**config.mk**
```make
export PLATFORM = sky130hd
export DESIGN_NAME = dat_trim_regs
export DESIGN_NICKNAME = d
export VERILOG_FILES = /design/src/core/dat_pkg.sv /design/src/core/dat_word_reg.sv /design/src/core/dat_trim_regs.sv
export VERILOG_INCLUDE_DIRS = /design/src /design/src/core
export SDC_FILE = /design/constraint.sdc
export NUM_CORES = 1
export LEC_CHECK = 0
export BUFFER_PORTS_ARGS = -buffer_cell sky130_fd_sc_hd__buf_2
export CAP_MARGIN = 20
export CORE_MARGIN = 5
export CORE_UTILIZATION = 50
export DETAILED_ROUTE_END_ITERATION = 6
export PLACE_DENSITY = 0.76
export SYNTH_ARGS = -nofsm -noshare
export SYNTH_HDL_FRONTEND = slang
export SYNTH_SLANG_ARGS = --single-unit
export TNS_END_PERCENT = 1
```
**constraint.sdc**
```tcl
create_clock -name clock -period 0.95 [get_ports clock]
set_input_delay 0.0475 -clock clock [delete_from_list [all_inputs] [get_ports clock]]
set_output_delay 0.0475 -clock clock [all_outputs]
set_load 0.1 [all_outputs]
```
**src/core/dat_defines.svh**
```systemverilog
// Offsets, field positions, reset values and write masks of the analog trim registers.
// Assumes a 16-bit register word and an 8-bit register address from the serial port.
`ifndef DAT_DEFINES_SVH
`define DAT_DEFINES_SVH

// Register offsets
`define DAT_REFTRIM_OFS 8'h03
`define DAT_GAIN_OFS 8'h07
`define DAT_SPAN_OFS 8'h08
`define DAT_RSET_OFS 8'h0c

// Reset values
`define DAT_REFTRIM_RST 16'h0000
`define DAT_GAIN_RST 16'h0000
`define DAT_SPAN_RST 16'h0000
`define DAT_RSET_RST 16'h000a
`define DAT_CAL_GAIN_RST 7'h00
`define DAT_CAL_RSET_RST 5'h00

// Writable bits, reserved read-write bits included
`define DAT_REFTRIM_WMASK 16'hffff
`define DAT_GAIN_WMASK 16'h80ff
`define DAT_SPAN_WMASK 16'hffff
`define DAT_RSET_WMASK 16'he0ff

// Field positions
`define DAT_REFTRIM_MSB 5
`define DAT_REFTRIM_LSB 0
`define DAT_GAIN_CAL_MSB 14
`define DAT_GAIN_CAL_LSB 8
`define DAT_GAIN_MSB 6
`define DAT_GAIN_LSB 0
`define DAT_SPAN_MSB 1
`define DAT_SPAN_LSB 0
`define DAT_RSET_EN_BIT 15
`define DAT_RSET_CAL_MSB 12
`define DAT_RSET_CAL_LSB 8
`define DAT_RSET_MSB 4
`define DAT_RSET_LSB 0

`endif

```
**src/core/dat_pkg.sv**
```systemverilog
// Types shared by the analog trim register bank.
// Assumes the constants of dat_defines.svh.
package dat_pkg;
   typedef logic [15:0] dat_word_type;
   typedef logic [7:0] dat_addr_type;
   typedef logic [5:0] dat_ref_trim_type;
   typedef logic signed [6:0] dat_gain_type;
   typedef logic [1:0] dat_span_type;
   typedef logic [4:0] dat_rset_type;
endpackage

```
**src/core/dat_word_reg.sv**
```systemverilog
// One 16-bit trim register word with a reset value and a mask of writable bits.
// Assumes a single-cycle write strobe from the register port.
`timescale 1ns/100ps
module dat_word_reg #(
   parameter logic [15:0] RESET_VAL = 16'h0000,
   parameter logic [15:0] WRITE_MASK = 16'hffff
) (
   input wire logic clock,
   input wire logic rst_n,
   input wire logic wr_en,
   input wire dat_pkg::dat_word_type wdata,
   output dat_pkg::dat_word_type value
);
   import dat_pkg::*;

   dat_word_type word_q;

   always_ff @(posedge clock or negedge rst_n) begin
      if (!rst_n) begin
         word_q <= RESET_VAL;
      end else if (wr_en) begin
         word_q <= (wdata & WRITE_MASK) | (word_q & ~WRITE_MASK);
      end
   end

   assign value = word_q;
endmodule

```
**src/core/dat_trim_regs.sv**
```systemverilog
// Analog trim register bank: reference trim, fine gain, gain span, full-scale resistor.
// Assumes the serial port presents decoded single-cycle register reads and writes,
// and the calibration engine presents its results with a load strobe.
//
// Function
// - 6-bit read-write reference trim, reset zero; 0x20 highest, 0x1F lowest.
// - Calibrated gain readable, read-only, bits 14:8 of gain register, zero at reset.
// - Signed 7-bit fine gain, reset zero, applied only outside calibration mode.
// - 2-bit gain span selector, reset zero, quarter to full adjustment span.
// - Resistor enable written at bit 15; read reports enable during calibration mode.
// - Calibrated resistor code readable, read-only, bits 12:8, zero at reset.
// - 5-bit resistor code at bits 4:0, reset 0x0A, 800 ohms per step.
// - Calibration enable chooses calibrated results over manual gain and resistor settings.
`timescale 1ns/100ps
`include "dat_defines.svh"
module dat_trim_regs (
   input wire logic clock,
   input wire logic rst_n,
   input wire dat_pkg::dat_addr_type reg_addr,
   input wire logic reg_wr_en,
   input wire logic reg_rd_en,
   input wire dat_pkg::dat_word_type reg_wdata,
   output dat_pkg::dat_word_type reg_rdata,
   input wire logic cal_mode_en,
   input wire logic cal_result_load,
   input wire logic cal_result_clear,
   input wire dat_pkg::dat_gain_type cal_gain_value,
   input wire dat_pkg::dat_rset_type cal_rset_value,
   output dat_pkg::dat_ref_trim_type reference_trim_code,
   output dat_pkg::dat_gain_type applied_fine_gain,
   output dat_pkg::dat_span_type gain_span_select,
   output logic internal_resistor_enable,
   output dat_pkg::dat_rset_type full_scale_resistor_code
);
   import dat_pkg::*;

   ////////////////////////////////////////////////////////////////////////////////////////
   // Register words

   dat_word_type reftrim_word;
   dat_word_type gain_word;
   dat_word_type span_word;
   dat_word_type rset_word;
   logic wr_reftrim;
   logic wr_gain;
   logic wr_span;
   logic wr_rset;

   assign wr_reftrim = reg_wr_en && (reg_addr == `DAT_REFTRIM_OFS);
   assign wr_gain = reg_wr_en && (reg_addr == `DAT_GAIN_OFS);
   assign wr_span = reg_wr_en && (reg_addr == `DAT_SPAN_OFS);
   assign wr_rset = reg_wr_en && (reg_addr == `DAT_RSET_OFS);

   // Reference trim word
   dat_word_reg #(.RESET_VAL(`DAT_REFTRIM_RST), .WRITE_MASK(`DAT_REFTRIM_WMASK)) u_reftrim (
      .clock(clock),
      .rst_n(rst_n),
      .wr_en(wr_reftrim),
      .wdata(reg_wdata),
      .value(reftrim_word)
   );

   // Gain word, calibrated field masked off
   dat_word_reg #(.RESET_VAL(`DAT_GAIN_RST), .WRITE_MASK(`DAT_GAIN_WMASK)) u_gain (
      .clock(clock),
      .rst_n(rst_n),
      .wr_en(wr_gain),
      .wdata(reg_wdata),
      .value(gain_word)
   );

   // Span word
   dat_word_reg #(.RESET_VAL(`DAT_SPAN_RST), .WRITE_MASK(`DAT_SPAN_WMASK)) u_span (
      .clock(clock),
      .rst_n(rst_n),
      .wr_en(wr_span),
      .wdata(reg_wdata),
      .value(span_word)
   );

   // Resistor word, calibrated field masked off
   dat_word_reg #(.RESET_VAL(`DAT_RSET_RST), .WRITE_MASK(`DAT_RSET_WMASK)) u_rset (
      .clock(clock),
      .rst_n(rst_n),
      .wr_en(wr_rset),
      .wdata(reg_wdata),
      .value(rset_word)
   );

   ////////////////////////////////////////////////////////////////////////////////////////
   // Calibration results

   dat_gain_type gain_cal_q;
   dat_rset_type rset_cal_q;

   // Load wins over clear
   always_ff @(posedge clock or negedge rst_n) begin
      if (!rst_n) begin
         gain_cal_q <= `DAT_CAL_GAIN_RST;
         rset_cal_q <= `DAT_CAL_RSET_RST;
      end else if (cal_result_load) begin
         gain_cal_q <= cal_gain_value;
         rset_cal_q <= cal_rset_value;
      end else if (cal_result_clear) begin
         gain_cal_q <= `DAT_CAL_GAIN_RST;
         rset_cal_q <= `DAT_CAL_RSET_RST;
      end
   end

   ////////////////////////////////////////////////////////////////////////////////////////
   // Analog control outputs

   always_ff @(posedge clock or negedge rst_n) begin
      if (!rst_n) begin
         reference_trim_code <= '0;
         gain_span_select <= '0;
      end else begin
         reference_trim_code <= reftrim_word[`DAT_REFTRIM_MSB:`DAT_REFTRIM_LSB];
         gain_span_select <= span_word[`DAT_SPAN_MSB:`DAT_SPAN_LSB];
      end
   end

   // Manual or calibrated settings
   always_ff @(posedge clock or negedge rst_n) begin
      if (!rst_n) begin
         applied_fine_gain <= '0;
         full_scale_resistor_code <= 5'(`DAT_RSET_RST);
         internal_resistor_enable <= 1'b0;
      end else if (cal_mode_en) begin
         applied_fine_gain <= gain_cal_q;
         full_scale_resistor_code <= rset_cal_q;
         internal_resistor_enable <= 1'b1;
      end else begin
         applied_fine_gain <= gain_word[`DAT_GAIN_MSB:`DAT_GAIN_LSB];
         full_scale_resistor_code <= rset_word[`DAT_RSET_MSB:`DAT_RSET_LSB];
         internal_resistor_enable <= rset_word[`DAT_RSET_EN_BIT];
      end
   end

   ////////////////////////////////////////////////////////////////////////////////////////
   // Read back

   dat_word_type rd_d;

   always_comb begin
      rd_d = '0;
      unique case (reg_addr)
         `DAT_REFTRIM_OFS: begin
            rd_d = reftrim_word;
         end
         `DAT_GAIN_OFS: begin
            rd_d = gain_word;
            rd_d[`DAT_GAIN_CAL_MSB:`DAT_GAIN_CAL_LSB] = gain_cal_q;
         end
         `DAT_SPAN_OFS: begin
            rd_d = span_word;
         end
         `DAT_RSET_OFS: begin
            rd_d = rset_word;
            rd_d[`DAT_RSET_CAL_MSB:`DAT_RSET_CAL_LSB] = rset_cal_q;
            rd_d[`DAT_RSET_EN_BIT] = cal_mode_en;
         end
         default: begin
            rd_d = '0;
         end
      endcase
   end

   always_ff @(posedge clock or negedge rst_n) begin
      if (!rst_n) begin
         reg_rdata <= '0;
      end else if (reg_rd_en) begin
         reg_rdata <= rd_d;
      end
   end

   ////////////////////////////////////////////////////////////////////////////////////////
   // Checks

   ref_trim_write_a: assert property (
      @(posedge clock) disable iff (!rst_n)
      wr_reftrim |=> ##1 reference_trim_code == $past(reg_wdata[5:0], 2)
   ) else $error("reference trim does not follow write");

   gain_cal_ro_a: assert property (
      @(posedge clock) disable iff (!rst_n)
      (wr_gain && !cal_result_load && !cal_result_clear) |=> gain_cal_q == $past(gain_cal_q)
   ) else $error("calibrated gain changed by write");

   gain_manual_a: assert property (
      @(posedge clock) disable iff (!rst_n)
      (wr_gain && !cal_mode_en) ##1 (!cal_mode_en && !wr_gain)
      |=> applied_fine_gain == $past(reg_wdata[6:0], 2)
   ) else $error("manual gain not applied");

   span_write_a: assert property (
      @(posedge clock) disable iff (!rst_n)
      wr_span |=> ##1 gain_span_select == $past(reg_wdata[1:0], 2)
   ) else $error("span select does not follow write");

   rset_en_read_a: assert property (
      @(posedge clock) disable iff (!rst_n)
      (reg_rd_en && reg_addr == `DAT_RSET_OFS) |=> reg_rdata[15] == $past(cal_mode_en)
   ) else $error("resistor enable read wrong");

   rset_cal_load_a: assert property (
      @(posedge clock) disable iff (!rst_n)
      cal_result_load ##1 (!cal_result_load && !cal_result_clear)
      |=> rset_cal_q == $past(cal_rset_value, 2)
   ) else $error("calibrated resistor not held");

   rset_manual_a: assert property (
      @(posedge clock) disable iff (!rst_n)
      (wr_rset && !cal_mode_en) ##1 (!cal_mode_en && !wr_rset)
      |=> full_scale_resistor_code == $past(reg_wdata[4:0], 2)
   ) else $error("manual resistor code not applied");

   cal_select_a: assert property (
      @(posedge clock) disable iff (!rst_n)
      cal_mode_en [*2] |-> applied_fine_gain == $past(gain_cal_q)
         && full_scale_resistor_code == $past(rset_cal_q) && internal_resistor_enable
   ) else $error("calibrated settings not selected");

   span_readback_a: assert property (
      @(posedge clock) disable iff (!rst_n)
      wr_span ##1 (reg_rd_en && reg_addr == `DAT_SPAN_OFS && !reg_wr_en)
      |=> reg_rdata == $past(reg_wdata, 2)
   ) else $error("read-write word not read back");
endmodule

```
Word level (Yosys, flattened, before mapping) --
Index checks and enable logic that the tools add are counted.
Word-level totals: bits in registers 113, input port bits 43, output and inout bits 37
Operators by class: eq/ne operators 4, muxes and demuxes 8, bitwise operators 2, reductions and logical operators 5
Operator list (number):
- $pmux W16 S4 | 1
- $mux W7 | 3
- $eq A8 B4 Y1 const B | 2
- $or A16 B13 Y16 | 1
- $or A16 B15 Y16 | 1
- $mux W5 | 3
- $eq A8 B2 Y1 const B | 1
- $eq A8 B3 Y1 const B | 1
- $logic_and A1 B1 Y1 | 4
- $reduce_bool A2 Y1 | 1
- $mux W1 | 1

Depth between registers and ports, before layout --
Gate-level depths: netlist (run 1).
depth in word-level cells 2, mapped depth 6, mapped depth without buffers 3

Modules after synthesis --
Synthesis (run 1) repeated with hierarchy kept, for this count alone.
Second synthesis, totals: cell total of the unflattened synthesis 326, area total of the unflattened synthesis 4583.1 um^2
By module, submodules not included:
- dat_trim_regs | instances 1, cells an instance 202, area each 2364.8 um^2, seq. area each 1228.7 um^2
- dat_word_reg (u_reftrim ...) | instances 2, cells an instance 34, area each 649.4 um^2, seq. area each 400.4 um^2
- dat_word_reg (u_rset) | instances 1, cells an instance 29, area each 491.7 um^2, seq. area each 277.8 um^2
- dat_word_reg (u_gain) | instances 1, cells an instance 27, area each 427.9 um^2, seq. area each 225.2 um^2

Worst setup path before layout (run 1) --
OpenSTA, ideal clock, no wires.
path kind input to register, start point in reg_addr[0], end point reg u_rset.word_q[0], in the netlist u_rset.value[0], arrival time 1432 ps, data required time 825 ps, path slack -607 ps, cell stages on the path 5, path buffers 2, cell sequence or3b_2 buf_2 nor3_1 buf_4 mux2_2
Between the ends: longest elaborated chain between the ends 2
RTL lines:
- start: declaration | RTL line dat_trim_regs.sv:19 | input wire dat_pkg::dat_addr_type reg_addr,
- $eq A8 B4 Y1
- $logic_and A1 B1 Y1 | RTL line dat_trim_regs.sv:52 | assign wr_rset = reg_wr_en && (reg_addr == `DAT_RSET_OFS);
- end signal: assignment | RTL line dat_word_reg.sv:22 | word_q <= (wdata & WRITE_MASK) | (word_q & ~WRITE_MASK);
- end: declaration | RTL line dat_word_reg.sv:16 | dat_word_type word_q;
Every way passes these cells. A chain may end at the register's enable or synchronous reset.

Final worst setup path (run 1) --
start point in reg_addr[7], end point reg u_reftrim.word_q[6], in the netlist u_reftrim.value[6]
Between the ends: longest elaborated chain between the ends 2
RTL lines:
- $eq A8 B2 Y1
- $logic_and A1 B1 Y1 | RTL line dat_trim_regs.sv:49 | assign wr_reftrim = reg_wr_en && (reg_addr == `DAT_REFTRIM_OFS);
- end signal: assignment | RTL line dat_word_reg.sv:22
- end: declaration | RTL line dat_word_reg.sv:16
Every way passes these cells.

==> impl_metrics.toml, run 1 <==
[cells_and_area]
final_cell_mix = "dfrtp_1, mux2_2, buf_12"
final_common_cell = "dfrtp_1"
drive_above_1_share = 0.440
area_growth_syn_to_layout_pct = 42.5
fin_area_sq_um = 6070
antenna_cells = 0
finalNetCount = 479
stdcell_count = 546

[timing]
min_period_over_period = 1.22
rsz0062_at_grt = "true"
min_period_ps = 1160
fmax_mhz = 862
finalSetupViolCount = 91
fin_skew_ps = 7.14
slew_viol_final = 0
tightest_slew_ps = 419
relSlewSlack = 0.721
hold_viol = 0
setup_tns_ps = -8850
timing.final.ws_setup_ps = -210

[min_path]
min_from = "reg_rd_en"
hold_path_class = "primary input to flop"

[yosys]
netlist_instances = 311
syn_area_sq_um = 4260
synth_cell_types = 25
yosysWarnings = 0
synth_nets = 354
syn_area_per_cell_sq_um = 13.7
ys_seq_area_frac = 0.594
ys_ff_latch = 101

[place]
dp_hpwl_um = 7010
port_buffers = 79
dp_cells = 498
place_congestion = 0.803
dpl_cell_area_sq_um = 5500

[status]
status = "finished with violations"
violations = "negative setup slack"

[critical_path]
path_max_fanout = 16
end_kind = "flop"
r2r_start = "u_rset.value[1]"
cp_slowest_cell = "or3_4"
cp-startpoint = "reg_addr[7]"
cpLargestDelayFamily = "simple AND/OR/NAND/NOR gates"
crit_path_start_kind = "primary input"
crit_chain = "buf_6 -> or3_4 -> or3b_4 -> buf_12 -> mux2_2"
critical_path_buf_inv_count = 2
reg2reg_slack_ps = -70
crit_path_max_incr_delay_ps = 410
crit_arrival_ps = 1410
crit_required_ps = 1200
worstSetupPathType = "primary input to flop"

[flow_run]
drv_cap = 0

[detailed_routing]
drtAntennaViolNets = 0
vias = 2977
dr.first_iter.drc_count = 112
drc_errors = 0
via_per_inst = 5.45
wirelength_um = 10800
dr.pass1.iters = 4
avgRoutedWirePerCell_um = 19.8

[global_route]
antenna_found_initial = 0
gr-total-overflow = 0
track_usage = 0.220
grt_start_max_net_pins = 45
grt_pass1_vias = 3319
grt_pass1_wl_um = 17300

[pwr]
p_leak_uw = 0.00289
finalPower_uw = 8710
p_per_area_nw_per_um2 = 1430
peakVddDrop_v = 0.000792

[clock_tree]
cts_buffers = 9
cts_tree = "built"
cts_max_path_buffers = 2
h-tree-depth = 3
clk_latency_ps = 360
cts-root-buf = "clkbuf_8"
cts.reportedPaths.clkPinSlew_ps = 90
cts.sinks = 101

[die]
core_area_sq_um = 8260
chipHeight_um = 102
io_pins = 80
dieArea_sq_um = 10500
fp-row-count = 33
start_util = 0.516
fp.dieW_um = 102
worst reg2reg max path, stage by stage, from the launching register on:
cell and delay (ps):
dfstp_2 570, mux2i_1 80, o22a_1 200, o22ai_1 100
cell type report:
class | instances | area [sq um]
Fill cell | 514 | 2180
Sequential cell | 101 | 2530
Timing Repair Buffer | 132 | 1520
Clock inverter | 6 | 63.8
Tap cell | 105 | 131
Clock buffer | 10 | 128
Inverter | 16 | 60.1
Multi-Input combinational cell | 176 | 1640
registers in the layout, indices dropped and copies added, names as in the netlist:
name                      flops
u_reftrim.value              16
gain_cal_q                    7
reference_trim_code           6
applied_fine_gain             7
internal_resistor_enable      1
u_rset.value                 11
u_gain.value                  9
full_scale_resistor_code      5
u_span.value                 16
rset_cal_q                    5
reg_rdata                    16
gain_span_select              2
synth_stat cells:
cell type / count / area, sq um
buf_1: 2 / 7.51
buf_2: 4 / 20.0
buf_4: 2 / 15.0
buf_6: 1 / 11.3
buf_8: 1 / 15.0
clkbuf_1: 8 / 30.0
dfrtp_1: 97 / 2430
dfstp_2: 4 / 105
inv_1: 16 / 60.1
mux2_2: 64 / 721
mux2i_1: 32 / 320
nand2_1: 12 / 45.0
nand2b_1: 12 / 75.1
nand3b_1: 3 / 22.5
nand3b_4: 1 / 20.0
nor3_1: 2 / 10.0
nor3_2: 1 / 10.0
nor3b_2: 1 / 12.5
o21ai_0: 12 / 60.1
o22a_1: 16 / 140
o22ai_1: 16 / 100
or2_2: 1 / 6.26
or3_4: 1 / 11.3
or3b_1: 1 / 8.76
or3b_2: 1 / 8.76
final timing paths:
path,end,depth (start not counted)
worst max-delay path,u_reftrim.value[6],5
worst min-delay path,reg_rdata[2],2
worst max register to register,reg_rdata[1],3
worst min register to register,reference_trim_code[0],0
max in group asynchronous,u_gain.value[5],3
min in group asynchronous,u_span.value[2],2
timing repair:
action | 4_1_cts | 5_1_grt
gates resized for setup | 18 | 3
cloned | 1 | 0
pin swaps | 5 | 5
hold buffers | 29 | 1
hold endpoints to repair | 161 | 1
buffers inserted | 3 | 0
setup endpoints to repair | 105 | 97
power by group:
group	internal (uW)	switching, uW
logic	626	768
registers	4490	148
clock network	1210	1460
kinds of logic after synthesis:
family / after synthesis / share of synthesized area
flops: 101 / 0.594
buf+inv: 34 / 0.0373
mux: 96 / 0.244
compound gates: 44 / 0.0704
simple gates: 36 / 0.0540
through the flow:
stage,utilization,setup WS [ps],hold WS (ps)
final,0.735,-210,6.74
after global routing,0.735,-230,3.97
after floorplan,-,-510,-248
after detailed placement,0.666,-616,-68.9
after CTS,0.738,-205,2.97
after global placement,0.666,-564,-63.6
routing by layer:
| layer | vias to the layer above | global-route usage | wire length, um |
|---|---|---|---|
| met3 | 22 | 0.0389 | 504 |
| met5 | - | 0 | 0 |
| met1 | 1503 | 0.268 | 4400 |
| li1 | 1354 | - | - |
| met4 | 0 | 0.0757 | 203 |
| met2 | 98 | 0.392 | 5670 |
(Power assumes the default switching activity.)
==> run 2, diff against run 1 <==
- CORE_ASPECT_RATIO: default -> 2
==> run 2 against run 1 <==
- sequential share of layout area fell by 0.59 points
- design area rose by 1.5%
- final cell count fell by 2.0%
- global-route usage fell by 0.21 points
- first-iteration DRC count rose by 87%
- fmax fell by 3.9%
- routed wire length rose by 0.45%
- critical path type unchanged
- die area rose by 1.1%
- total power rose by 11%
- the run still ends with negative setup slack left
- via count rose by 0.10%
==> impl_metrics.toml, run 2 (synthesis gave the netlist of run 1 again) <==
[critical_path]
reg2reg_slack_ps = -90
end_kind = "flop"
worstSetupPathType = "primary input to flop"
crit_required_ps = 1180
cp_slowest_cell = "or3_4"
crit_path_max_incr_delay_ps = 400
rr_worst_depth = 3
r2r_start = "gain_cal_q[4]"
crit_arrival_ps = 1440
crit_top_cell = "buf_6"
cp-startpoint = "reg_addr[4]"
crit_path_start_kind = "primary input"
worstSetupPathDepth = 6
path_max_fanout = 5
cpLargestDelayFamily = "simple AND/OR/NAND/NOR gates"
crit_chain = "buf_6 -> or3_4 -> buf_4 -> nor3_4 -> buf_6 -> mux2_2"
critical_path_buf_inv_count = 3

[cells_and_area]
final_cell_mix = "dfrtp_1, mux2_2, buf_12"
antenna_cells = 0
finalNetCount = 475
area_growth_syn_to_layout_pct = 44.6
drive_above_1_share = 0.442
final_common_cell = "dfrtp_1"

[status]
status = "finished with violations"
violations = "negative setup slack"

[timing]
fin_skew_ps = 6.13
min_period_over_period = 1.27
hold_viol = 0
setup_tns_ps = -9570
slew_viol_final = 0
timing.final.ws_setup_ps = -257
tightest_slew_ps = 409
rsz0062_at_grt = "true"
fmax_mhz = 829
min_period_ps = 1210
relSlewSlack = 0.728
finalSetupViolCount = 93

[die]
dieArea_sq_um = 10600
core_area_sq_um = 8290
fp-row-count = 47
chipHeight_um = 141
io_pins = 80
fp.dieW_um = 75.3
start_util = 0.514

[pwr]
p_per_area_nw_per_um2 = 1570
finalPower_uw = 9700
peakVddDrop_v = 0.00132
p_leak_uw = 0.00294

[global_route]
antenna_found_initial = 0
gr-total-overflow = 0
grt_pass1_wl_um = 17000
grt_pass1_vias = 3326
grt_start_max_net_pins = 51
track_usage = 0.218

[min_path]
hold_path_class = "primary input to flop"
whs_path_depth = 2
min_from = "reg_wdata[6]"

[clock_tree]
cts.sinks = 101
cts.reportedPaths.clkPinSlew_ps = 60
cts-root-buf = "clkbuf_16"
cts_buffers = 9
h-tree-depth = 3
clk_latency_ps = 350
cts_tree = "built"
cts_max_path_buffers = 2

[detailed_routing]
avgRoutedWirePerCell_um = 20.2
drtAntennaViolNets = 0
wl_met2_um = 6020
drc_errors = 0
vias = 2980
top_layer = "met4"
dr.pass1.iters = 4
wl_met1_um = 4070
wirelength_um = 10800
dr.first_iter.drc_count = 209
dr_wl_met3_um = 456
via_per_inst = 5.57

[place]
pre_cts_ws_ps = -611
place_congestion = 0.794
dp_hpwl_um = 7010
port_buffers = 79

[flow_run]
drv_cap = 0
[run 2: cell types whose count changed in the layout (fill, tap and decap cells not counted), moves of 2 or more]
cell and delta:
clkbuf_16 +9, clkbuf_8 -7, buf_4 -3, dlygate4sd3_1 -3
buf_6 +2, clkbuf_1 +2, clkinvlp_4 -2, mux2_2 -2
mux2_4 +2
[run 2: repair_timing]
action / CTS / global route
cloned: 1 / 1
hold buffers: 27 / 0
pin swaps: 5 / 9
endpoints found under the hold margin: 156 / 0
setup buffers: 2 / 1
setup endpoints to repair: 98 / 100
resized for setup: 20 / 10
[run 2: where the power goes]
| part | leakage, uW | total (uW) | internal [uW] | switching [uW] |
|---|---|---|---|---|
| Combinational | 0.00143 | 1380 | 617 | 764 |
| Sequential | 0.00136 | 4650 | 4500 | 154 |
| Clock | 0.000147 | 3670 | 2180 | 1480 |
| Total | 0.00294 | 9700 | 7300 | 2400 |
[run 2: layer usage]
layer  vias up  global-route usage
met1      1527               0.259
li1       1341                   -
met5         -                   0
met3        21              0.0413
met2        91               0.369
met4         0              0.0968
[run 2: through the flow]
step | hold WS (ps) | cells | area (sq um) | utilization
final | 6.49 | 535 | 6160 | 0.743
after global routing | 10.1 | 535 | 6160 | 0.743
after CTS | 0.373 | 535 | 6160 | 0.743
after detailed placement | 43.6 | 489 | 5480 | 0.660
after global placement | 41.7 | 489 | 5480 | 0.660
after floorplan | -248 | 311 | 4290 | -
[run 2: area by class of cell]
| cell class | count | area [sq um] |
|---|---|---|
| multi-input combinational | 176 | 1660 |
| clock inverter | 2 | 35.0 |
| timing repair buffer | 128 | 1490 |
| sequential | 101 | 2530 |
| fill | 492 | 2130 |
| inverter | 16 | 60.1 |
| tap | 98 | 123 |
| clock buffer | 14 | 264 |
[run 2: worst paths after layout]
kind                                        to
setup / recovery               u_gain.value[4]
hold / removal                 u_span.value[6]
setup reg to reg                 reg_rdata[12]
hold reg to reg            gain_span_select[0]
max in group asynchronous        gain_cal_q[4]
min in group asynchronous        rset_cal_q[2]
